File: config.mk
export PLATFORM = sky130hd
export DESIGN_NAME = cpu_instruction_decoder
export DESIGN_NICKNAME = d
export VERILOG_FILES = /design/src/rtl/cpu_decode_pkg.sv /design/src/rtl/cop_field_decode.sv /design/src/rtl/cpu_instruction_decoder.sv
export SDC_FILE = /design/constraint.sdc
export NUM_CORES = 1
export LEC_CHECK = 0
export ABC_CLOCK_PERIOD_IN_PS = 4660
export BUFFER_PORTS_ARGS = -buffer_cell sky130_fd_sc_hd__buf_2
export CAP_MARGIN = 20
export CORE_ASPECT_RATIO = 1.75
export CORE_MARGIN = 5
export CORE_UTILIZATION = 44
export CTS_CLUSTER_SIZE = 40
export DETAILED_ROUTE_END_ITERATION = 7
export PLACE_DENSITY = 0.73
export SETUP_SLACK_MARGIN = 0.4
export SYNTH_ARGS = -nofsm -noshare
export SYNTH_HDL_FRONTEND = slang
export SYNTH_SLANG_ARGS = --single-unit
File: constraint.sdc
create_clock -name pclk -period 4.66 [get_ports pclk]
set_input_delay 0.233 -clock pclk [delete_from_list [all_inputs] [get_ports pclk]]
set_output_delay 0.233 -clock pclk [all_outputs]
set_load 0.05 [all_outputs]
File: src/rtl/cpu_decode_pkg.sv
// Shared constants and types of the instruction decoder.
// Assumes a 32-bit APB slave on one clock; no other context.
package cpu_decode_pkg;

  // ----------------------------------------------------------------
  // Register map (byte addresses)
  // ----------------------------------------------------------------
  localparam logic [7:0] INSTR_WORD_OFS = 8'h00;
  localparam logic [7:0] MODE_CTRL_OFS = 8'h04;
  localparam logic [7:0] VERDICT_OFS = 8'h08;
  localparam logic [7:0] FAULT_COUNT_OFS = 8'h0c;

  // Mode control fields and reset value
  localparam int MODE_KERNEL_BIT = 0;
  localparam int MODE_DEBUG_BIT = 1;
  localparam int MODE_EN64_BIT = 2;
  localparam int MODE_ASE_BIT = 3;
  localparam int MODE_DBGSUP_BIT = 4;
  localparam int MODE_CU_LSB = 8;
  localparam logic [11:0] MODE_RESET = 12'h000;

  // Verdict register fields
  localparam int VER_CLASS_LSB = 0;
  localparam int VER_INDEX_LSB = 4;
  localparam int VER_OK_BIT = 12;
  localparam int VER_RI_BIT = 13;
  localparam int VER_CPU_BIT = 14;
  localparam int VER_COP_LSB = 16;

  // Instruction field positions
  localparam int TF_BIT = 16;
  localparam int LIKELY_BIT = 17;

  // Primary and secondary codes that open a class
  localparam logic [5:0] OPC_FUNC = 6'h00;
  localparam logic [5:0] OPC_REG_IMMEDIATE_CLASS = 6'h01;
  localparam logic [5:0] OPC_SYS_COP = 6'h10;
  localparam logic [5:0] OPC_FPU = 6'h11;
  localparam logic [5:0] OPC_USER_COP = 6'h12;
  localparam logic [5:0] OPC_FPU_EXT = 6'h13;
  localparam logic [5:0] OPC_SECOND = 6'h1c;
  localparam logic [5:0] FN_COND_MOVE = 6'h01;
  localparam logic [5:0] FN_MOVE_CF = 6'h11;
  localparam logic [5:0] FN_DBG_RET = 6'h1f;
  localparam logic [5:0] FN_DBG_BREAK = 6'h3f;
  localparam logic [2:0] FMT_SINGLE = 3'h0;
  localparam logic [2:0] FMT_DOUBLE = 3'h1;
  localparam logic [2:0] FMT_WORD = 3'h4;
  localparam logic [2:0] FMT_LONG = 3'h5;
  localparam logic [2:0] FMT_PAIRED = 3'h6;

  // Table masks, one bit per code position
  localparam logic [63:0] PRI_RSV = 64'h0800_0000_8000_0000;
  localparam logic [63:0] PRI_HI64 = 64'h9090_3080_0f08_0000;
  localparam logic [63:0] PRI_ASE = 64'h0000_0000_6000_0000;
  localparam logic [63:0] PRI_PARTNER = 64'h4444_0000_0000_0000;
  localparam logic [63:0] FUNC_RSV = 64'h22a0_0300_0020_4020;
  localparam logic [63:0] FUNC_HI64 = 64'hdd00_f000_f0d0_0000;
  localparam logic [63:0] REG_IMMEDIATE_CLASS_RSV = 64'h0000_0000_fff0_a0f0;
  localparam logic [63:0] SECOND_PARTNER = 64'h7fff_ffcc_ffff_ffc8;
  localparam logic [63:0] SECOND_HI64 = 64'h0000_0030_0000_0000;
  localparam logic [63:0] SYS_FN_VALID = 64'h0000_0001_8100_0146;
  localparam logic [63:0] FPS_RSV = 64'h0000_ff8d_0f91_0000;
  localparam logic [63:0] FPS_HI64 = 64'h0000_0060_f060_0f00;
  localparam logic [63:0] FPS_ASE = 64'h0000_0000_f000_0000;

  // Which table finally named the operation
  typedef enum logic [3:0] {
    CLS_PRIMARY = 4'h0,
    CLS_FUNC = 4'h1,
    CLS_REG_IMMEDIATE_CLASS = 4'h2,
    CLS_SECOND = 4'h3,
    CLS_COND_MOVE = 4'h4,
    CLS_COP_MOVE = 4'h5,
    CLS_COP_BRANCH = 4'h6,
    CLS_COP_FN = 4'h7,
    CLS_SYS_FN = 4'h8,
    CLS_FP_SINGLE = 4'h9,
    CLS_FP_FMT = 4'ha,
    CLS_FP_EXT = 4'hb
  } op_class_e;

  // Table lookup shared by both decoders
  function automatic logic mask_bit(input logic [63:0] m,
                                    input logic [5:0] i);
    return m[i];
  endfunction

endpackage

File: src/rtl/cop_field_decode.sv
// Secondary decode of the three coprocessor opcode classes.
// Purely combinational; the caller registers the outcome.
`timescale 1ns/1ps
module cop_field_decode
  import cpu_decode_pkg::*;
(
  // Word and the coprocessor it addresses
  input wire logic [31:0] instr_word,
  input wire logic [1:0] cop_unit_sel,
  // Operation found and its legality marks
  output op_class_e sub_class,
  output logic [5:0] sub_index,
  output logic sub_rsv,
  output logic sub_hi64,
  output logic sub_partner,
  output logic sub_dbg,
  output logic sub_ase
);

  logic [4:0] rs; // Sub-class selector field
  logic [5:0] fn; // Function field
  logic tf; // Sense bit

  assign rs = instr_word[25:21];
  assign fn = instr_word[5:0];
  assign tf = instr_word[TF_BIT];

  // ----------------------------------------------------------------
  // Field tables
  // ----------------------------------------------------------------
  // Rows 10/11 of rs go to functions, row 01 branches, row 00 moves
  always_comb begin
    sub_class = CLS_COP_MOVE;
    sub_index = {1'b0, rs};
    sub_rsv = 1'b0;
    sub_hi64 = 1'b0;
    sub_partner = 1'b0;
    sub_dbg = 1'b0;
    sub_ase = 1'b0;
    if (rs[4]) begin
      // Function-decoded group
      case (cop_unit_sel)
        2'd0: begin
          sub_class = CLS_SYS_FN;
          sub_index = fn;
          sub_rsv = ~mask_bit(SYS_FN_VALID, fn);
          sub_dbg = (fn == FN_DBG_RET);
        end
        2'd1: begin
          sub_class = CLS_FP_FMT;
          sub_index = fn;
          if (rs[3]) begin
            sub_rsv = 1'b1; // Row 11 holds no format
          end else begin
            case (rs[2:0])
              FMT_SINGLE: begin
                sub_class = CLS_FP_SINGLE;
                sub_rsv = mask_bit(FPS_RSV, fn);
                sub_hi64 = mask_bit(FPS_HI64, fn);
                sub_ase = mask_bit(FPS_ASE, fn);
                if (fn == FN_MOVE_CF) begin
                  sub_class = CLS_COND_MOVE;
                  sub_index = {5'h00, tf};
                end
              end
              FMT_DOUBLE, FMT_WORD: begin
                sub_rsv = 1'b0; // Tables not decoded here
              end
              FMT_LONG, FMT_PAIRED: begin
                sub_hi64 = 1'b1;
              end
              default: begin
                sub_rsv = 1'b1;
              end
            endcase
          end
        end
        default: begin
          // User coprocessor owns its function space
          sub_class = CLS_COP_FN;
          sub_index = fn;
          sub_partner = 1'b1;
        end
      endcase
    end else if (rs[3]) begin
      // Branch row; any-of-two/four only on the float unit
      if ((cop_unit_sel != 2'd0) && ((rs[2:0] == 3'd0) ||
          ((cop_unit_sel == 2'd1) && (rs[2:1] == 2'b00 ||
          rs[2:0] == 3'd2)))) begin
        sub_class = CLS_COP_BRANCH;
        sub_index = {2'b00, rs[1:0], instr_word[LIKELY_BIT], tf};
        sub_ase = (rs[1:0] != 2'b00);
        sub_hi64 = (rs[1:0] != 2'b00);
      end else begin
        sub_rsv = 1'b1;
      end
    end else begin
      // Moves: doubleword forms are 64-bit only
      sub_hi64 = (rs[1:0] == 2'b01);
      if (cop_unit_sel == 2'd0) begin
        sub_rsv = rs[1];
      end else begin
        sub_rsv = (rs[1:0] == 2'b11);
      end
    end
  end

endmodule // cop_field_decode

File: src/rtl/cpu_instruction_decoder.sv
// Instruction-word decoder with its verdict, reached over APB.
// Assumes an APB master on pclk; decode is timed by register writes.
`timescale 1ns/1ps
module cpu_instruction_decoder
  import cpu_decode_pkg::*;
#(
  parameter int ADDR_W = 8, // APB address width
  parameter int CNT_W = 16 // Width of each fault counter
) (
  // Clock and reset
  input wire logic pclk,
  input wire logic presetn,
  // APB slave
  input wire logic psel,
  input wire logic penable,
  input wire logic pwrite,
  input wire logic [ADDR_W-1:0] paddr,
  input wire logic [31:0] pwdata,
  output logic [31:0] prdata,
  output logic pready,
  output logic pslverr,
  // Verdict towards exception control
  output logic verdict_stb,
  output op_class_e op_class,
  output logic [5:0] op_index,
  output logic op_ok,
  output logic raise_ri,
  output logic raise_cpu,
  output logic [1:0] cop_unit
);

  // ----------------------------------------------------------------
  // State
  // ----------------------------------------------------------------
  typedef struct packed {
    logic [31:0] instr; // Word under decode
    logic [11:0] mode; // Privilege and feature state
    logic pend; // A decode is owed
    op_class_e cls; // Registered verdict
    logic [5:0] idx;
    logic ok;
    logic ri;
    logic cpu;
    logic [1:0] cop;
    logic vstb; // One-cycle verdict strobe
    logic [CNT_W-1:0] ri_cnt; // Reserved Instruction tally
    logic [CNT_W-1:0] cpu_cnt; // Coprocessor Unusable tally
    logic pready; // APB answer
    logic pslverr;
    logic [31:0] prdata;
  } dec_state_s;

  dec_state_s st_ff; // Registered state
  dec_state_s nxt_st; // Its next value

  // ----------------------------------------------------------------
  // Field views of the held word
  // ----------------------------------------------------------------
  logic [2:0] op_row; // Opcode row
  logic [2:0] op_col; // Opcode column
  logic [5:0] opc; // Whole primary opcode
  logic [5:0] fn; // Function field
  logic [4:0] rt; // rt field

  assign op_row = st_ff.instr[31:29];
  assign op_col = st_ff.instr[28:26];
  assign opc = {op_row, op_col};
  assign fn = st_ff.instr[5:0];
  assign rt = st_ff.instr[20:16];

  // Mode bits
  logic kernel, debug, en64, ase_en, dbg_sup;
  logic [3:0] cu; // Per-coprocessor usable bits

  assign kernel = st_ff.mode[MODE_KERNEL_BIT];
  assign debug = st_ff.mode[MODE_DEBUG_BIT];
  assign en64 = st_ff.mode[MODE_EN64_BIT];
  assign ase_en = st_ff.mode[MODE_ASE_BIT];
  assign dbg_sup = st_ff.mode[MODE_DBGSUP_BIT];
  assign cu = st_ff.mode[MODE_CU_LSB +: 4];

  // ----------------------------------------------------------------
  // Coprocessor secondary tables
  // ----------------------------------------------------------------
  op_class_e sub_class; // Result of the coprocessor tables
  logic [5:0] sub_index;
  logic sub_rsv, sub_hi64, sub_partner, sub_dbg, sub_ase;

  cop_field_decode u_cop (
    .instr_word(st_ff.instr),
    .cop_unit_sel(op_col[1:0]),
    .sub_class(sub_class),
    .sub_index(sub_index),
    .sub_rsv(sub_rsv),
    .sub_hi64(sub_hi64),
    .sub_partner(sub_partner),
    .sub_dbg(sub_dbg),
    .sub_ase(sub_ase)
  );

  // ----------------------------------------------------------------
  // Primary and function-field tables
  // ----------------------------------------------------------------
  op_class_e d_class; // Table outcome before legality
  logic [5:0] d_index;
  logic d_rsv, d_hi64, d_partner, d_dbg, d_ase;
  logic d_iscop; // Word addresses a coprocessor
  logic [1:0] d_cop; // Which one

  // Class codes never execute; they hand on to their own table
  always_comb begin
    d_class = CLS_PRIMARY;
    d_index = opc;
    d_rsv = mask_bit(PRI_RSV, opc);
    d_hi64 = mask_bit(PRI_HI64, opc);
    d_ase = mask_bit(PRI_ASE, opc);
    d_partner = mask_bit(PRI_PARTNER, opc);
    d_dbg = 1'b0;
    d_iscop = 1'b0;
    d_cop = 2'd0;
    // Coprocessor loads and stores
    if (op_row[2:1] == 2'b11 &&
        (op_col[1:0] == 2'b01 || op_col[1:0] == 2'b10)) begin
      d_iscop = 1'b1;
      d_cop = op_col[1:0];
    end
    case (opc)
      OPC_FUNC: begin
        d_class = CLS_FUNC;
        d_index = fn;
        d_rsv = mask_bit(FUNC_RSV, fn);
        d_hi64 = mask_bit(FUNC_HI64, fn);
        if (fn == FN_COND_MOVE) begin
          d_class = CLS_COND_MOVE;
          d_index = {5'h00, st_ff.instr[TF_BIT]};
          d_iscop = 1'b1;
          d_cop = 2'd1;
        end
      end
      OPC_REG_IMMEDIATE_CLASS: begin
        d_class = CLS_REG_IMMEDIATE_CLASS;
        d_index = {1'b0, rt};
        d_rsv = mask_bit(REG_IMMEDIATE_CLASS_RSV, {1'b0, rt});
      end
      OPC_SYS_COP, OPC_FPU, OPC_USER_COP: begin
        d_class = sub_class;
        d_index = sub_index;
        d_rsv = sub_rsv;
        d_hi64 = sub_hi64;
        d_partner = sub_partner;
        d_dbg = sub_dbg;
        d_ase = sub_ase;
        d_iscop = 1'b1;
        d_cop = op_col[1:0];
      end
      OPC_FPU_EXT: begin
        // Whole class is 64-bit only; its table stays open
        d_class = CLS_FP_EXT;
        d_index = fn;
        d_iscop = 1'b1;
        d_cop = 2'd1;
      end
      OPC_SECOND: begin
        d_class = CLS_SECOND;
        d_index = fn;
        d_partner = mask_bit(SECOND_PARTNER, fn);
        d_hi64 = mask_bit(SECOND_HI64, fn);
        d_dbg = (fn == FN_DBG_BREAK);
      end
      default: begin
        d_class = CLS_PRIMARY;
      end
    endcase
  end

  // ----------------------------------------------------------------
  // Verdict
  // ----------------------------------------------------------------
  logic cop_usable; // Addressed coprocessor may be used
  logic priv64; // 64-bit encodings allowed
  logic v_ok, v_ri, v_cpu; // Exactly one of these is set

  assign priv64 = kernel | debug | en64;

  // System coprocessor is always open to privileged code
  always_comb begin
    if (d_cop == 2'd0) begin
      cop_usable = kernel | debug | cu[0];
    end else begin
      cop_usable = cu[d_cop];
    end
  end

  // Unusable coprocessor outranks every other cause
  always_comb begin
    v_ok = 1'b0;
    v_ri = 1'b0;
    v_cpu = 1'b0;
    if (d_iscop && !cop_usable) begin
      v_cpu = 1'b1;
    end else if (d_rsv || d_partner) begin
      v_ri = 1'b1;
    end else if (d_dbg && !dbg_sup) begin
      v_ri = 1'b1;
    end else if (d_ase && !ase_en) begin
      v_ri = 1'b1;
    end else if (d_hi64 && !priv64) begin
      v_ri = 1'b1;
    end else begin
      v_ok = 1'b1;
    end
  end

  // ----------------------------------------------------------------
  // Bus and state update
  // ----------------------------------------------------------------
  logic acc_start; // Access phase, answer not yet given
  logic acc_done; // Edge at which the master takes the answer
  logic [7:0] reg_ofs; // Low address byte
  logic [31:0] verdict_word; // Verdict as software reads it

  assign acc_start = psel & penable & ~st_ff.pready;
  assign acc_done = psel & penable & st_ff.pready;
  assign reg_ofs = paddr[7:0];

  always_comb begin
    verdict_word = 32'h0000_0000;
    verdict_word[VER_CLASS_LSB +: 4] = st_ff.cls;
    verdict_word[VER_INDEX_LSB +: 6] = st_ff.idx;
    verdict_word[VER_OK_BIT] = st_ff.ok;
    verdict_word[VER_RI_BIT] = st_ff.ri;
    verdict_word[VER_CPU_BIT] = st_ff.cpu;
    verdict_word[VER_COP_LSB +: 2] = st_ff.cop;
  end

  // One wait state per transfer keeps every answer registered
  always_comb begin
    nxt_st = st_ff;
    nxt_st.vstb = 1'b0;
    nxt_st.pready = 1'b0;
    nxt_st.pslverr = 1'b0;
    // Owed decode: capture verdict and tally faults
    if (st_ff.pend) begin
      nxt_st.pend = 1'b0;
      nxt_st.cls = d_class;
      nxt_st.idx = d_index;
      nxt_st.ok = v_ok;
      nxt_st.ri = v_ri;
      nxt_st.cpu = v_cpu;
      nxt_st.cop = d_cop;
      nxt_st.vstb = 1'b1;
      nxt_st.ri_cnt = st_ff.ri_cnt + CNT_W'(v_ri);
      nxt_st.cpu_cnt = st_ff.cpu_cnt + CNT_W'(v_cpu);
    end
    // Answer phase: read data and error flag
    if (acc_start) begin
      nxt_st.pready = 1'b1;
      nxt_st.prdata = 32'h0000_0000;
      case (reg_ofs)
        INSTR_WORD_OFS: nxt_st.prdata = st_ff.instr;
        MODE_CTRL_OFS: nxt_st.prdata = {20'h00000, st_ff.mode};
        VERDICT_OFS: nxt_st.prdata = verdict_word;
        FAULT_COUNT_OFS: begin
          nxt_st.prdata = 32'({st_ff.cpu_cnt, st_ff.ri_cnt});
        end
        default: begin
          nxt_st.pslverr = 1'b1; // Unmapped address
        end
      endcase
      if (paddr[ADDR_W-1:0] != ADDR_W'(reg_ofs)) begin
        nxt_st.pslverr = 1'b1; // Above the map
        nxt_st.prdata = 32'h0000_0000;
      end
    end
    // Writes land on the edge that completes the transfer
    if (acc_done && pwrite && !st_ff.pslverr) begin
      case (reg_ofs)
        INSTR_WORD_OFS: begin
          nxt_st.instr = pwdata;
          nxt_st.pend = 1'b1;
        end
        MODE_CTRL_OFS: begin
          nxt_st.mode = pwdata[11:0];
          nxt_st.pend = 1'b1;
        end
        FAULT_COUNT_OFS: begin
          // A fault tallied in this cycle survives the clear
          nxt_st.ri_cnt = CNT_W'(st_ff.pend & v_ri);
          nxt_st.cpu_cnt = CNT_W'(st_ff.pend & v_cpu);
        end
        default: begin
          nxt_st.pend = nxt_st.pend; // Read-only or unmapped
        end
      endcase
    end
  end

  // Reset leaves a neutral verdict and an idle bus
  always_ff @(posedge pclk or negedge presetn) begin
    if (!presetn) begin
      st_ff <= '{instr: 32'h0000_0000, mode: MODE_RESET,
                 pend: 1'b0, cls: CLS_PRIMARY, idx: 6'h00,
                 ok: 1'b0, ri: 1'b0, cpu: 1'b0, cop: 2'd0,
                 vstb: 1'b0, ri_cnt: '0, cpu_cnt: '0,
                 pready: 1'b0, pslverr: 1'b0,
                 prdata: 32'h0000_0000};
    end else begin
      st_ff <= nxt_st;
    end
  end

  // ----------------------------------------------------------------
  // Outputs, all from the state register
  // ----------------------------------------------------------------
  assign prdata = st_ff.prdata;
  assign pready = st_ff.pready;
  assign pslverr = st_ff.pslverr;
  assign verdict_stb = st_ff.vstb;
  assign op_class = st_ff.cls;
  assign op_index = st_ff.idx;
  assign op_ok = st_ff.ok;
  assign raise_ri = st_ff.ri;
  assign raise_cpu = st_ff.cpu;
  assign cop_unit = st_ff.cop;

endmodule // cpu_instruction_decoder

# Yosys cells after proc, flatten, opt, wreduce, memory -nomap -nowiden

Memories as Yosys holds them, arrays and structs flattened.
Cells that the tools add are included.
W data, S select, Z words.

Reduce and logical (&&, ||, !) cells: 36
Add/sub/neg operators: 2
Equality and inequality tests: 23
Mux-type cells: 86
$lt $le $gt $ge: 4
Bitwise logic cells: 10

Operator list:

| operator             | count |
|---|---|
| $pmux W32 S4         | 1 |
| $mux W32             | 2 |
| $mux W1              | 51 |
| $eq A6 B5 Y1 const B | 7 |
| $mux W6              | 6 |
| $mux W34             | 1 |
| $mux W33             | 1 |
| $add A16 B1 Y16      | 2 |
| $mux W4              | 6 |
| $pmux W6 S4          | 1 |
| $pmux W4 S5          | 1 |
| $eq A8 B4 Y1 const B | 2 |
| $lt A6 B7 Y1 const B | 2 |
| $eq A6 B1 Y1 const B | 2 |
| $pmux W1 S2          | 6 |
| $reduce_or A4 Y1     | 3 |
| $eq A3 B3 Y1 const B | 3 |
| $logic_and A1 B1 Y1  | 9 |
| $eq A8 B3 Y1 const B | 1 |
| $logic_not A8 Y1     | 1 |
| $mux W2              | 4 |
| $pmux W4 S2          | 1 |
| $reduce_or A2 Y1     | 4 |
| $lt A5 B7 Y1 const B | 1 |
| 21 further kinds     | 43 |

Memories: 13
Input bits: 45
Register bits: 127
Memory bits (read-only): 800
Output and inout port bits: 50
Logic and storage cells: 189

Memory list:

| memory           | words | width | read ports | clocked after Yosys merged registers in | write ports | line                 | source |
|---|---|---|---|---|---|---|---|
| (name not given) | 64    | 1     | 1          | 0                                       | 0           | cpu_decode_pkg.sv:86 | `return m[i];` |
| (name not given) | 64    | 1     | 1          | 0                                       | 0           | cpu_decode_pkg.sv:86 |  |
| (name not given) | 64    | 1     | 1          | 0                                       | 0           | cpu_decode_pkg.sv:86 |  |
| (name not given) | 64    | 1     | 1          | 0                                       | 0           | cpu_decode_pkg.sv:86 |  |
| (name not given) | 64    | 1     | 1          | 0                                       | 0           | cpu_decode_pkg.sv:86 |  |
| (name not given) | 64    | 1     | 1          | 0                                       | 0           | cpu_decode_pkg.sv:86 |  |
| 7 more memories  | n/a   | n/a   | n/a        | n/a                                     | n/a         | n/a                  |  |

# Longest topological paths before layout

Gate-level depths: netlist of run 1.

Depth after elaboration: 19
Mapped depth: 17
Gate-level depth less buffers: 16

# Hierarchy

From an unflattened synthesis of run 1, not the netlist that was laid out.

Cell total of the unflattened synthesis: 757
Area total of the unflattened synthesis: 7319.5 µm²

Modules (own cells, without submodules):

| module                  | times used | cells each | seq. area each (µm²) | area an instance (µm²) |
|---|---|---|---|---|
| cpu_instruction_decoder | 1          | 661        | 3178.0               | 6712.7 |
| cop_field_decode        | 1          | 96         | 0.0                  | 606.8 |

# Worst setup path before layout of run 1

Ideal clock, no wire load.

Path type: reg2reg
Start point: register st_ff (netlist bit op_col[1])
End point: register st_ff[56] in the netlist's numbering
Period minus slack after synthesis: 3.211 ns
Path buffers: 1
Arrival: 3.093 ns
Required time: 4.542 ns
Library setup time: 0.118 ns
Stages on the path, launching flop included: 18
Setup slack: 1.449 ns
Cell sequence: dfrtp_1 inv_1 ha_1 nor3_4 nand2b_1 buf_2 nor3_1 a221o_1 a2111oi_2 and4_1 nor2_1 ha_1 ha_1 nand4_1 inv_1 nand3_1 xor2_1 nor2_1

RTL lines:

| what                   | line                           | source |
|---|---|---|
| from (decl)            | cpu_instruction_decoder.sv:53  | `dec_state_s st_ff;` |
| from (signal assigned) | cpu_instruction_decoder.sv:301 | `st_ff <= '{instr: 32'h0000_0000, mode: MODE_RESET,` |
| from (signal assigned) | cpu_instruction_decoder.sv:308 | `st_ff <= nxt_st;` |

==> results of run 1 <==
## layer usage
layer	track usage (%)	vias to the layer above	wire length (µm)	part of all wire (%)
met2	38.2	172	10900	54
met4	11.8	0	1000	5.0
met1	22.6	2893	7420	37
met5	0	-	0	0
met3	3.48	55	716	3.6
li1	-	2718	-	-
## synthesized netlist by cell type (12+ instances only)
library cell | instances | area [µm²]
a21oi_1 | 48 | 240
a22oi_1 | 22 | 165
buf_2 | 17 | 85.1
buf_4 | 49 | 368
clkbuf_1 | 24 | 90.1
dfrtp_1 | 127 | 3180
ha_1 | 12 | 150
inv_1 | 14 | 52.6
mux2_1 | 33 | 372
nand2_1 | 78 | 293
nand3_1 | 12 | 60.1
nand4_1 | 12 | 75.1
nor2_1 | 58 | 218
nor3_1 | 14 | 70.1
o21ai_0 | 49 | 245
o21ai_1 | 17 | 85.1
or3_1 | 12 | 75.1
xor2_1 | 19 | 166
## registers in the layout (all words and copies together) (netlist names), 2 cells and up
register / cells
st_ff: 51
prdata: 32
fn: 6
op_index: 6
rt: 5
cu: 4
op_class: 4
op_col: 3
op_row: 3
cop_unit: 2
## metrics by stage
step	total power (µW)	instances	utilization (%)	hold WS (ns)	worst slack, ns
floorplan	1190	756	-	-0.0626	1.45
global placement	1240	953	45.6	0.203	0.662
detailed placement	1240	953	45.6	0.206	0.499
CTS	2590	987	49.4	0.00830	0.480
global route	2650	987	49.5	0.0273	0.457
finish	2580	987	49.5	0.0216	0.752
## kinds of logic (layout without fill, tap and decap cells)
| group | Yosys count | after routing |
|---|---|---|
| flops | 127 | 127 |
| buf+inv | 109 | 148 |
| compound gates | 190 | 190 |
| simple gates | 238 | 238 |
| fa+ha+maj | 12 | 12 |
| mux | 60 | 60 |
| xor+xnor | 20 | 20 |
## report_power, final
part,total (µW),internal (µW),switching [µW]
clock,1360,851,504
sequential,1120,1110,7.69
combinational,108,36.7,71.6
total,2580,2000,583
## worst max-delay path, delay by kind of cell (launching register included)
family | cells | cell delay (ns)
AOI/OAI and AO/OA | 3 | 0.39
DFF | 1 | 0.46
adders and majority gates | 3 | 0.80
and+or+nand+nor | 8 | 1.89
buffers and inverters | 2 | 0.26
## cell type report
cell class	count	share of cell area [%]
multi-input combinational	520	42.8
sequential	127	39.4
timing repair buffer	101	6.58
clock buffer	18	5.45
tap	192	2.98
clock inverter	14	2.05
inverter	15	0.699
## worst paths after layout
| path | end | slack (ns) | depth (start not counted) |
|---|---|---|---|
| worst max-delay path | st_ff[60] | 0.75 | 16 |
| worst min-delay path | st_ff[118] | 0.02 | 3 |
| worst max register to register | st_ff[60] | 0.75 | 16 |
| worst min register to register | prdata[1] | 0.47 | 2 |
| max in group asynchronous | op_class[2] | 3.28 | 3 |
| min in group asynchronous | op_row[2] | 0.29 | 2 |
## repair_timing
action	CTS	global route
resized for setup	0	3
setup endpoints to repair	0	6
hold buffers	2	0
endpoints found under the hold margin	32	0
==> run_results.csv, run 1 <==
group,metric,value,unit
status,outcome,"complete, no violations",
drt,wirelength,20100,µm
finish,layout_commonest_cell,"dfrtp_1",
finish,postLayoutCellArea,8060,µm²
finish,fillers,1522,
critical_path,path_max_fanout,14,
synth,syn_avg_cell_area,9.57,µm²
drt,drc,0,
synth,ys_ff_latch,127,
synth,synthMuxAreaShare,9.97,%
synth,synth_warnings,0,
finish,n_antenna_cell,0,
grt,grt-ovfl-total,0,
synth,seq_area_frac_synth,43.9,%
synth,synth-edff-count,0,
sta,final.period_utilization,83.9,%
power_and_ir_drop,ir_worst_vdd,0.000188,V
worst_hold_path,min_path_type,"in -> reg",
die,start_util,44.4,%
critical_path,startpoint,"op_col[1]",
critical_path,required,5.00,ns
critical_path,arrival,4.24,ns
die,dieWidth,107,µm
clock_tree,cts_htree_levels,4,
finish,final_nets,839,
synth,synth.distinct_cells,72,
clock_tree,clkTransAtPathRegs,0.06,ns
grt,grt_use_total,21.0,%
synth,syn-cell-area,7240,µm²
drt,drt_iter0_markers,385,
synth,synth_top_family_by_area,"compound AO/OA/AOI/OAI gates",
drt,antenna_left,0,
finish,regArea,3180,µm²
synth,synth_flop_cell,"dfrtp_1",
synth,async_reset_ff_share,100,%
die,fp.dieH,180,µm
critical_path,max_stage_delay,0.46,ns
placement,hpwl,14800,µm
sta,slew_violations,0,
die,dieArea,19200,µm²
synth,synth_fa_ha_area_share,2.07,%
flow_run,cap_violations,0,
sta,setup_violations,0,
clock_tree,insertion_delay,0.43,ns
critical_path,crit_type,"reg -> reg",
finish,layout-drive-gt1-share,20.8,%
critical_path,cp-start-kind,"flop",
die,core_area,16300,µm²
sta,tightest_slew,0.951,ns
synth,synth_cells,756,
critical_path,crit_slowest_cell,"dfrtp_1",
clock_tree,ctsRootBufferMaster,"clkbuf_16",
worst_hold_path,min_from,"pwdata[23]",
clock_tree,numCtsBuffers,17,
power_and_ir_drop,power_leakage,0.00366,µW
sta,grt_setup_unrepaired,"no",
synth,synth_xor_area_share,2.42,%
clock_tree,clk_path_buf_depth,2,
grt,grt_pass1_vias,5801,
drt,viasPerCell,5.91,
die,ioPinCount,95,
finish,syn_to_final_growth,11.3,%
clock_tree,cts_setup_buffers,0,
synth,synthesis.nets,813,
die,rows,62,
grt,grt_max_degree,57,
power_and_ir_drop,power.density,320,nW/µm²
drt,via_count,5838,
drt,first_pass_iters,5,
clock_tree,cts_tree,"built",
drt,post_drt_wl_per_cell,20.3,µm
critical_path,r2r_start,"op_col[1]",
sta,clock-skew-final,0.0134,ns
grt,antenna_found_initial,0,
placement,place_area,7420,µm²
finish,multi_input_area,3450,µm²
clock_tree,cts_sinks,127,
grt,grt_pass1_wl,31300,µm
placement,io_buffers,94,
placement,gp_congestion,0.931,
critical_path,end_kind,"flop",
critical_path,path_cells,"inv_1 > ha_2 > nor3_4 > nand2b_1 > nor3_2 > a221o_1 > a2111oi_2 > and4_1 > nor2_1 > ha_1 > ha_1 > nand4_1 > inv_1 > nand3_1 > or3_1 > a21oi_1",
sta,max_freq,0.256,GHz
finish,most-common-layout-cells,"dfrtp_1 (127), buf_2 (93), nand2_1 (78)",
sta,setup_tns,0,ns
sta,finalCriticalPeriod,3.91,ns
synth,synth_compound_area_share,16.5,%
sta,hold_viol,0,
synth,synth-simple-area-share,16.5,%
sta,slew_headroom,36.6,%
No activity file was read; power rests on OpenSTA's default activity.
==> run 2, diff against run 1 <==
--- a/config.mk
+++ b/config.mk
@@ -5,7 +5,7 @@
 export SDC_FILE = /design/constraint.sdc
 export NUM_CORES = 1
 export LEC_CHECK = 0
-export ABC_CLOCK_PERIOD_IN_PS = 4660
+export ABC_CLOCK_PERIOD_IN_PS = 4100
 export BUFFER_PORTS_ARGS = -buffer_cell sky130_fd_sc_hd__buf_2
 export CAP_MARGIN = 20
 export CORE_ASPECT_RATIO = 1.75
==> constraint.sdc (replaced) <==
create_clock -name pclk -period 4.1 [get_ports pclk]
set_input_delay 0.205 -clock pclk [delete_from_list [all_inputs] [get_ports pclk]]
set_output_delay 0.205 -clock pclk [all_outputs]
set_load 0.05 [all_outputs]
==> run 2 against run 1 <==
  * Clock power up 12%
  * Power up 13%
  * Core utilization up 2.2 points
  * Critical endpoint unchanged
==> run_results.csv, run 2 (synthesis results as in run 1) <==
group,metric,value,unit
status,outcome,"complete, no violations",
placement,io_buffers,94,
critical_path,required,4.43,ns
die,start_util,44.4,%
power_and_ir_drop,power.density,348,nW/µm²
drt,via_count,5988,
critical_path,end_kind,"flop",
grt,antenna_found_initial,0,
sta,tightest_slew,0.976,ns
finish,final_cells,1017,
critical_path,path_cells,"or4b_4 > o21ai_2 > nand2_1 > mux2_2 > a2bb2oi_2 > inv_2 > nor2_1 > ha_1 > ha_1 > nand4_1 > inv_2 > nand3_4 > or3_1 > a21oi_1",
drt,first_pass_iters,5,
power_and_ir_drop,power_switching,670,µW
sta,setup_tns,0,ns
grt,grt_use_total,22.0,%
clock_tree,cts_sinks,127,
critical_path,critical_path_buf_inv_count,2,
critical_path,cp_top_family,"simple AND/OR/NAND/NOR gates",
power_and_ir_drop,switching_share,22.9,%
finish,n_antenna_cell,0,
clock_tree,clk_path_buf_depth,2,
drt,wirelength,20600,µm
critical_path,r2r_start,"op_col[2]",
die,dieArea,19200,µm²
critical_path,max_stage_delay,0.61,ns
critical_path,crit_slowest_cell,"or4b_4",
power_and_ir_drop,ir_worst_vdd,0.000200,V
placement,gp_congestion,0.944,
finish,final_nets,869,
placement,dp.cells,965,
sta,clock-skew-final,0.0103,ns
drt,antenna_left,0,
drt,drc,0,
clock_tree,clkTransAtPathRegs,0.06,ns
die,rows,62,
drt,post_drt_wl_per_cell,20.3,µm
critical_path,crit_type,"reg -> reg",
power_and_ir_drop,clkPwrFrac,52.0,%
flow_run,cap_violations,0,
die,core_area,16300,µm²
grt,grt_pass1_vias,6122,
worst_hold_path,min_path_type,"in -> reg",
clock_tree,cts_tree,"built",
drt,drt_iter0_markers,433,
finish,regMostFlops,"st_ff",
critical_path,path_max_fanout,15,
die,dieWidth,107,µm
grt,grt-ovfl-total,0,
sta,slew_violations,0,
sta,final.period_utilization,83.8,%
power_and_ir_drop,seq_power_share,43.4,%
clock_tree,cts_htree_levels,4,
critical_path,startpoint,"op_col[2]",
finish,layout-drive-gt1-share,24.7,%
finish,largest_reg_flops,51,
grt,grt_max_degree,62,
sta,setup_violations,0,
critical_path,cp-start-kind,"flop",
finish,syn_to_final_growth,16.2,%
clock_tree,numCtsBuffers,17,
power_and_ir_drop,power_leakage,0.00380,µW
sta,grt_setup_unrepaired,"no",
clock_tree,ctsRootBufferMaster,"clkbuf_16",
finish,most-common-layout-cells,"dfrtp_1 (117), buf_2 (93), nand2_1 (78)",
die,fp.dieH,180,µm
grt,grt_pass1_wl,32900,µm
power_and_ir_drop,internal_power,2260,µW
worst_hold_path,min_from,"pwdata[23]",
finish,layout_commonest_cell,"dfrtp_1",
sta,max_freq,0.291,GHz
sta,slew_headroom,35.0,%
placement,hpwl,15100,µm
sta,hold_viol,0,
drt,viasPerCell,5.89,
sta,finalCriticalPeriod,3.44,ns
die,ioPinCount,95,
clock_tree,insertion_delay,0.42,ns
critical_path,arrival,3.77,ns
power_and_ir_drop,pwr-share-comb,4.6,%
==> run 2: metrics by stage <==
step | utilization [%] | cell area (µm²) | hold slack [ns] | total power [µW] | worst slack [ns]
floorplan | - | 7240 | -0.0906 | 1350 | 0.889
global placement | 46.1 | 7510 | 0.330 | 1410 | 0.385
detailed placement | 46.1 | 7510 | 0.335 | 1420 | 0.253
CTS | 50.9 | 8290 | 0.00185 | 2940 | 0.403
global route | 51.6 | 8410 | 0.0146 | 3010 | 0.414
finish | 51.6 | 8410 | 0.00853 | 2930 | 0.663
==> run 2: timing repair <==
| item | in CTS | in global routing |
|---|---|---|
| setup buffers | 0 | 4 |
| resized for setup | 3 | 30 |
| endpoints found under the setup margin | 8 | 11 |
| hold buffers | 16 | 0 |
| pin swaps | 0 | 5 |
| cloned | 0 | 0 |
| endpoints found under the hold margin | 75 | 0 |
==> run 2: worst paths after layout <==
path	slack, ns	to	cells past startpoint
worst max-delay path	0.66	st_ff[60]	14
worst min-delay path	0.009	st_ff[118]	3
worst max register to register	0.66	st_ff[60]	14
worst min register to register	0.47	prdata[12]	2
max in group asynchronous	2.63	fn[3]	3
min in group asynchronous	0.41	prdata[28]	2
==> run 2: power groups by stage <==
stage / Combinational (µW) / Sequential [µW] / Clock, µW
2_1_floorplan: 59.2 / 1290 / 0
3_3_place_gp: 123 / 1290 / 0
3_5_place_dp: 124 / 1290 / 0
4_1_cts: 137 / 1270 / 1530
5_1_grt: 152 / 1270 / 1580
6_report: 136 / 1270 / 1520
==> run 2: metal layers <==
metal	global-route usage [%]	part of all wire (%)	routed length, µm	vias to the layer above
li1	-	-	-	2777
met1	23.5	37	7640	2954
met2	39.5	53	11000	188
met3	3.09	3.3	672	69
met4	14.5	6.5	1330	0
met5	0	0	0	-
==> run 2: cell type report <==
cell class / instances / area [µm²]
Sequential cell: 127 / 3190
Tap cell: 192 / 240
Inverter: 15 / 56.3
Clock inverter: 12 / 135
Multi-Input combinational cell: 520 / 3530
Fill cell: 1502 / 7880
Timing Repair Buffer: 131 / 791
Clock buffer: 20 / 467
==> run 2: worst min-delay path, cell delays in order <==
cell and delay (ns):
buf_2 0.08, nand2_1 0.04, o21ai_0 0.07
==> run 3, diff against run 2 <==
--- a/config.mk
+++ b/config.mk
@@ -5,7 +5,8 @@
 export SDC_FILE = /design/constraint.sdc
 export NUM_CORES = 1
 export LEC_CHECK = 0
-export ABC_CLOCK_PERIOD_IN_PS = 4100
+export ABC_AREA = 1
+export ABC_CLOCK_PERIOD_IN_PS = 3000
 export BUFFER_PORTS_ARGS = -buffer_cell sky130_fd_sc_hd__buf_2
 export CAP_MARGIN = 20
 export CORE_ASPECT_RATIO = 1.75
@@ -13,7 +14,7 @@
 export CORE_UTILIZATION = 44
 export CTS_CLUSTER_SIZE = 40
 export DETAILED_ROUTE_END_ITERATION = 7
-export PLACE_DENSITY = 0.73
+export PLACE_DENSITY = 0.75
 export SETUP_SLACK_MARGIN = 0.4
 export SYNTH_ARGS = -nofsm -noshare
 export SYNTH_HDL_FRONTEND = slang
==> constraint.sdc (replaced) <==
create_clock -name pclk -period 3 [get_ports pclk]
set_input_delay 0.15 -clock pclk [delete_from_list [all_inputs] [get_ports pclk]]
set_output_delay 0.15 -clock pclk [all_outputs]
set_load 0.05 [all_outputs]
==> run 3 against run 2 <==
  * The run now ends with negative hold slack, negative setup slack left
  * Combinational power grew 36%
  * Clock-buffer cell count fell by 2
  * Synthesized cell count is 25% higher
  * Largest power group unchanged
  * Highest routed layer unchanged
==> run_results.csv, run 3 <==
group,metric,value,unit
worst_hold_path,min_from,"pwdata[23]",
synth,yosys-top-cells-area,"dfrtp_1 (43%), nand2_1 (12%), o21ai_0 (6.2%)",
synth,synth.distinct_cells,49,
clock_tree,cts_sinks,127,
finish,final_nets,1201,
sta,finalCriticalPeriod,3.21,ns
synth,synthTopCellsByCount,"nand2_1 (228), dfrtp_1 (127), inv_1 (99)",
power_and_ir_drop,power_leakage,0.00514,µW
critical_path,crit_type,"reg -> reg",
critical_path,required,3.35,ns
clock_tree,clk_path_buf_depth,2,
drt,viasPerCell,5.42,
finish,utilization,60.6,%
placement,place_ws,-0.175,ns
sta,max_freq,0.311,GHz
power_and_ir_drop,pwr-share-comb,4.5,%
critical_path,ff2ff_path_depth,24,
drt,via_count,7484,
finish,fillers,1379,
die,ioPinCount,95,
grt,grt_use_total,25.6,%
worst_hold_path,worstHoldEndpoint,"st_ff[118]",
synth,synthesis.nets,1002,
sta,slew_headroom,51.2,%
drt,drt_iter0_markers,577,
flow_run,cap_violations,0,
finish,layout_commonest_cell,"nand2_1",
clock_tree,cts_htree_levels,4,
finish,largest_reg_flops,51,
drt,post_drt_wl_per_cell,18.3,µm
sta,final.period_utilization,107,%
critical_path,r2r_start,"op_col[0]",
finish,layout-drive-gt1-share,33.3,%
die,fp.dieH,182,µm
sta,slew_violations,0,
clock_tree,cts_tree,"built",
power_and_ir_drop,internal_power,3180,µW
synth,async_reset_ff_share,100,%
grt,grt_pass1_wl,38900,µm
synth,syn_avg_cell_area,7.84,µm²
grt,grt_pass1_vias,7574,
synth,synth-edff-count,0,
placement,gp_congestion,0.964,
status,outcome,"finished with violations",
finish,regMostFlops,"st_ff",
critical_path,end_kind,"flop",
placement,hpwl,17700,µm
drt,first_pass_iters,7,
finish,syn_to_final_growth,35.2,%
sta,clock-skew-final,0.00636,ns
critical_path,path_max_fanout,7,
drt,antenna_left,0,
grt,grt-ovfl-total,0,
die,start_util,44.8,%
grt,antenna_found_initial,0,
power_and_ir_drop,seq_power_share,42.1,%
synth,synth.top_cell.area_share,42.9,%
power_and_ir_drop,power_switching,932,µW
grt,grt_max_degree,80,
status,violations,"negative hold slack, negative setup slack",
clock_tree,insertion_delay,0.43,ns
synth,synth_warnings,0,
clock_tree,ctsRootBufferMaster,"clkbuf_16",
die,dieWidth,108,µm
power_and_ir_drop,ir_worst_vdd,0.000344,V
finish,multi_input_area,3630,µm²
die,rows,62,
clock_tree,numCtsBuffers,17,
synth,ys_ff_latch,127,
finish,regArea,3180,µm²
synth,synth.most_common_cell,"nand2_1",
drt,drc,0,
die,core_area,16500,µm²
die,dieArea,19600,µm²
power_and_ir_drop,switching_share,22.7,%
sta,hold_slack,-0.00347,ns
critical_path,r2r_setup_slack,-0.21,ns
sta,tightest_slew,0.730,ns
critical_path,reg2reg_to,"st_ff[64]",
synth,syn-cell-area,7410,µm²
sta,hold_viol,2,
worst_hold_path,min_path_type,"in -> reg",
power_and_ir_drop,clkPwrFrac,53.4,%
finish,most-common-layout-cells,"nand2_1 (219), dfrtp_1 (124), buf_4 (111)",
clock_tree,clkTransAtPathRegs,0.06,ns
finish,n_antenna_cell,0,
placement,io_buffers,94,
drt,wirelength,25300,µm
sta,fin_ws,-0.212,ns
sta,grt_setup_unrepaired,"yes",
sta,setup_violations,18,
critical_path,cp-start-kind,"flop",
synth,synth_flop_cell,"dfrtp_1",
synth,seq_area_frac_synth,42.9,%
synth,synth.largest_area_cell,"dfrtp_1",
power_and_ir_drop,power.density,410,nW/µm²
synth,synth_cells,945,
critical_path,arrival,3.56,ns
worst_hold_path,whs_path_depth,3,
==> run 3: changes by cell type after synthesis, sizes merged, moves of 21 or more <==
cell	previous run	this run
nand2	78	240
nand3	12	46
a22oi	22	1
mux2	44	3
inv	15	108
nor2	59	98
o21ai	66	98
==> run 3: cell type report <==
| type | instances | area share, % |
|---|---|---|
| inverter | 110 | 4.25 |
| clock buffer | 18 | 4.28 |
| sequential | 127 | 31.8 |
| timing repair buffer | 257 | 18.7 |
| clock inverter | 13 | 1.90 |
| tap | 224 | 2.80 |
| multi-input combinational | 631 | 36.3 |
==> run 3: logic make-up after synthesis <==
group,count (synthesis),share of synthesized area [%]
AO/OA/AOI/OAI,184,13.8
multiplexers,3,0.456
buffers and inverters,187,12.7
XOR/XNOR,20,2.36
flip-flops,127,42.9
AND/OR/NAND/NOR,412,25.8
adder cells (fa/ha/maj),12,2.03
==> run 3: worst max-delay path by stage <==
stage	cells after the start	startpoint	endpoint	slack [ns]
2_1_floorplan	23	op_col[0]	st_ff[48]	-0.02
3_3_place_gp	21	op_col[0]	st_ff[64]	-0.1
3_5_place_dp	21	op_col[1]	st_ff[49]	-0.18
4_1_cts	22	op_col[0]	st_ff[45]	-0.12
5_1_grt	25	fn[1]	st_ff[64]	-0.44
6_report	24	op_col[0]	st_ff[64]	-0.21
==> run 3: timing repair <==
action	4_1_cts	5_1_grt
gates resized for setup	35	60
pin swaps	22	23
setup endpoints to repair	23	32
buffers inserted	32	15
hold buffers	23	0
gates cloned	0	0
hold endpoints to repair	71	0
==> run 3: power groups by stage <==
| stage | registers [µW] | clock network, µW | logic [µW] |
|---|---|---|---|
| final | 1730 | 2190 | 185 |
| after global routing | 1730 | 2300 | 204 |
| after CTS | 1730 | 2210 | 182 |
| after detailed placement | 1760 | 0 | 154 |
| after global placement | 1760 | 0 | 152 |
| after floorplan | 1770 | 0 | 61.0 |
==> run 3: worst max-delay path: stages, from the launching register on <==
cell and delay (ns):
dfrtp_2 0.44, inv_2 0.10, ha_4 0.21, nor2_4 0.05, nand2_2 0.07, nand2_4 0.11
nand2_4 0.10, nand2_4 0.07, inv_2 0.07, nand2_1 0.07, nand3_2 0.10, a21boi_2 0.08
buf_4 0.15, a31oi_4 0.16, ha_4 0.17, ha_4 0.14, nand3_4 0.08, nor2_4 0.11
nand3_2 0.09, nor2_2 0.11, nand2_2 0.09, nor3_4 0.16, nand2_1 0.10, or2_0 0.20
a21oi_1 0.11
==> run 3: per-stage QoR <==
| step | TNS, ns | power [µW] | instances | cell area [µm²] |
|---|---|---|---|---|
| after floorplan | -0.0233 | 1830 | 945 | 7480 |
| after global placement | -0.376 | 1910 | 1279 | 8420 |
| after detailed placement | -1.13 | 1910 | 1279 | 8420 |
| after CTS | -0.756 | 4120 | 1365 | 9660 |
| after global routing | -5.74 | 4230 | 1380 | 10000 |
| final | -2.38 | 4110 | 1380 | 10000 |
==> run 3: metal layers <==
metal | vias to the layer above | routed length, µm | global-route usage [%] | share of wire [%]
met5 | - | 0 | 0 | 0
li1 | 3422 | - | - | -
met4 | 0 | 1550 | 15.8 | 6.2
met2 | 356 | 13500 | 46.4 | 54
met1 | 3594 | 8870 | 27.3 | 35
met3 | 112 | 1300 | 3.87 | 5.1
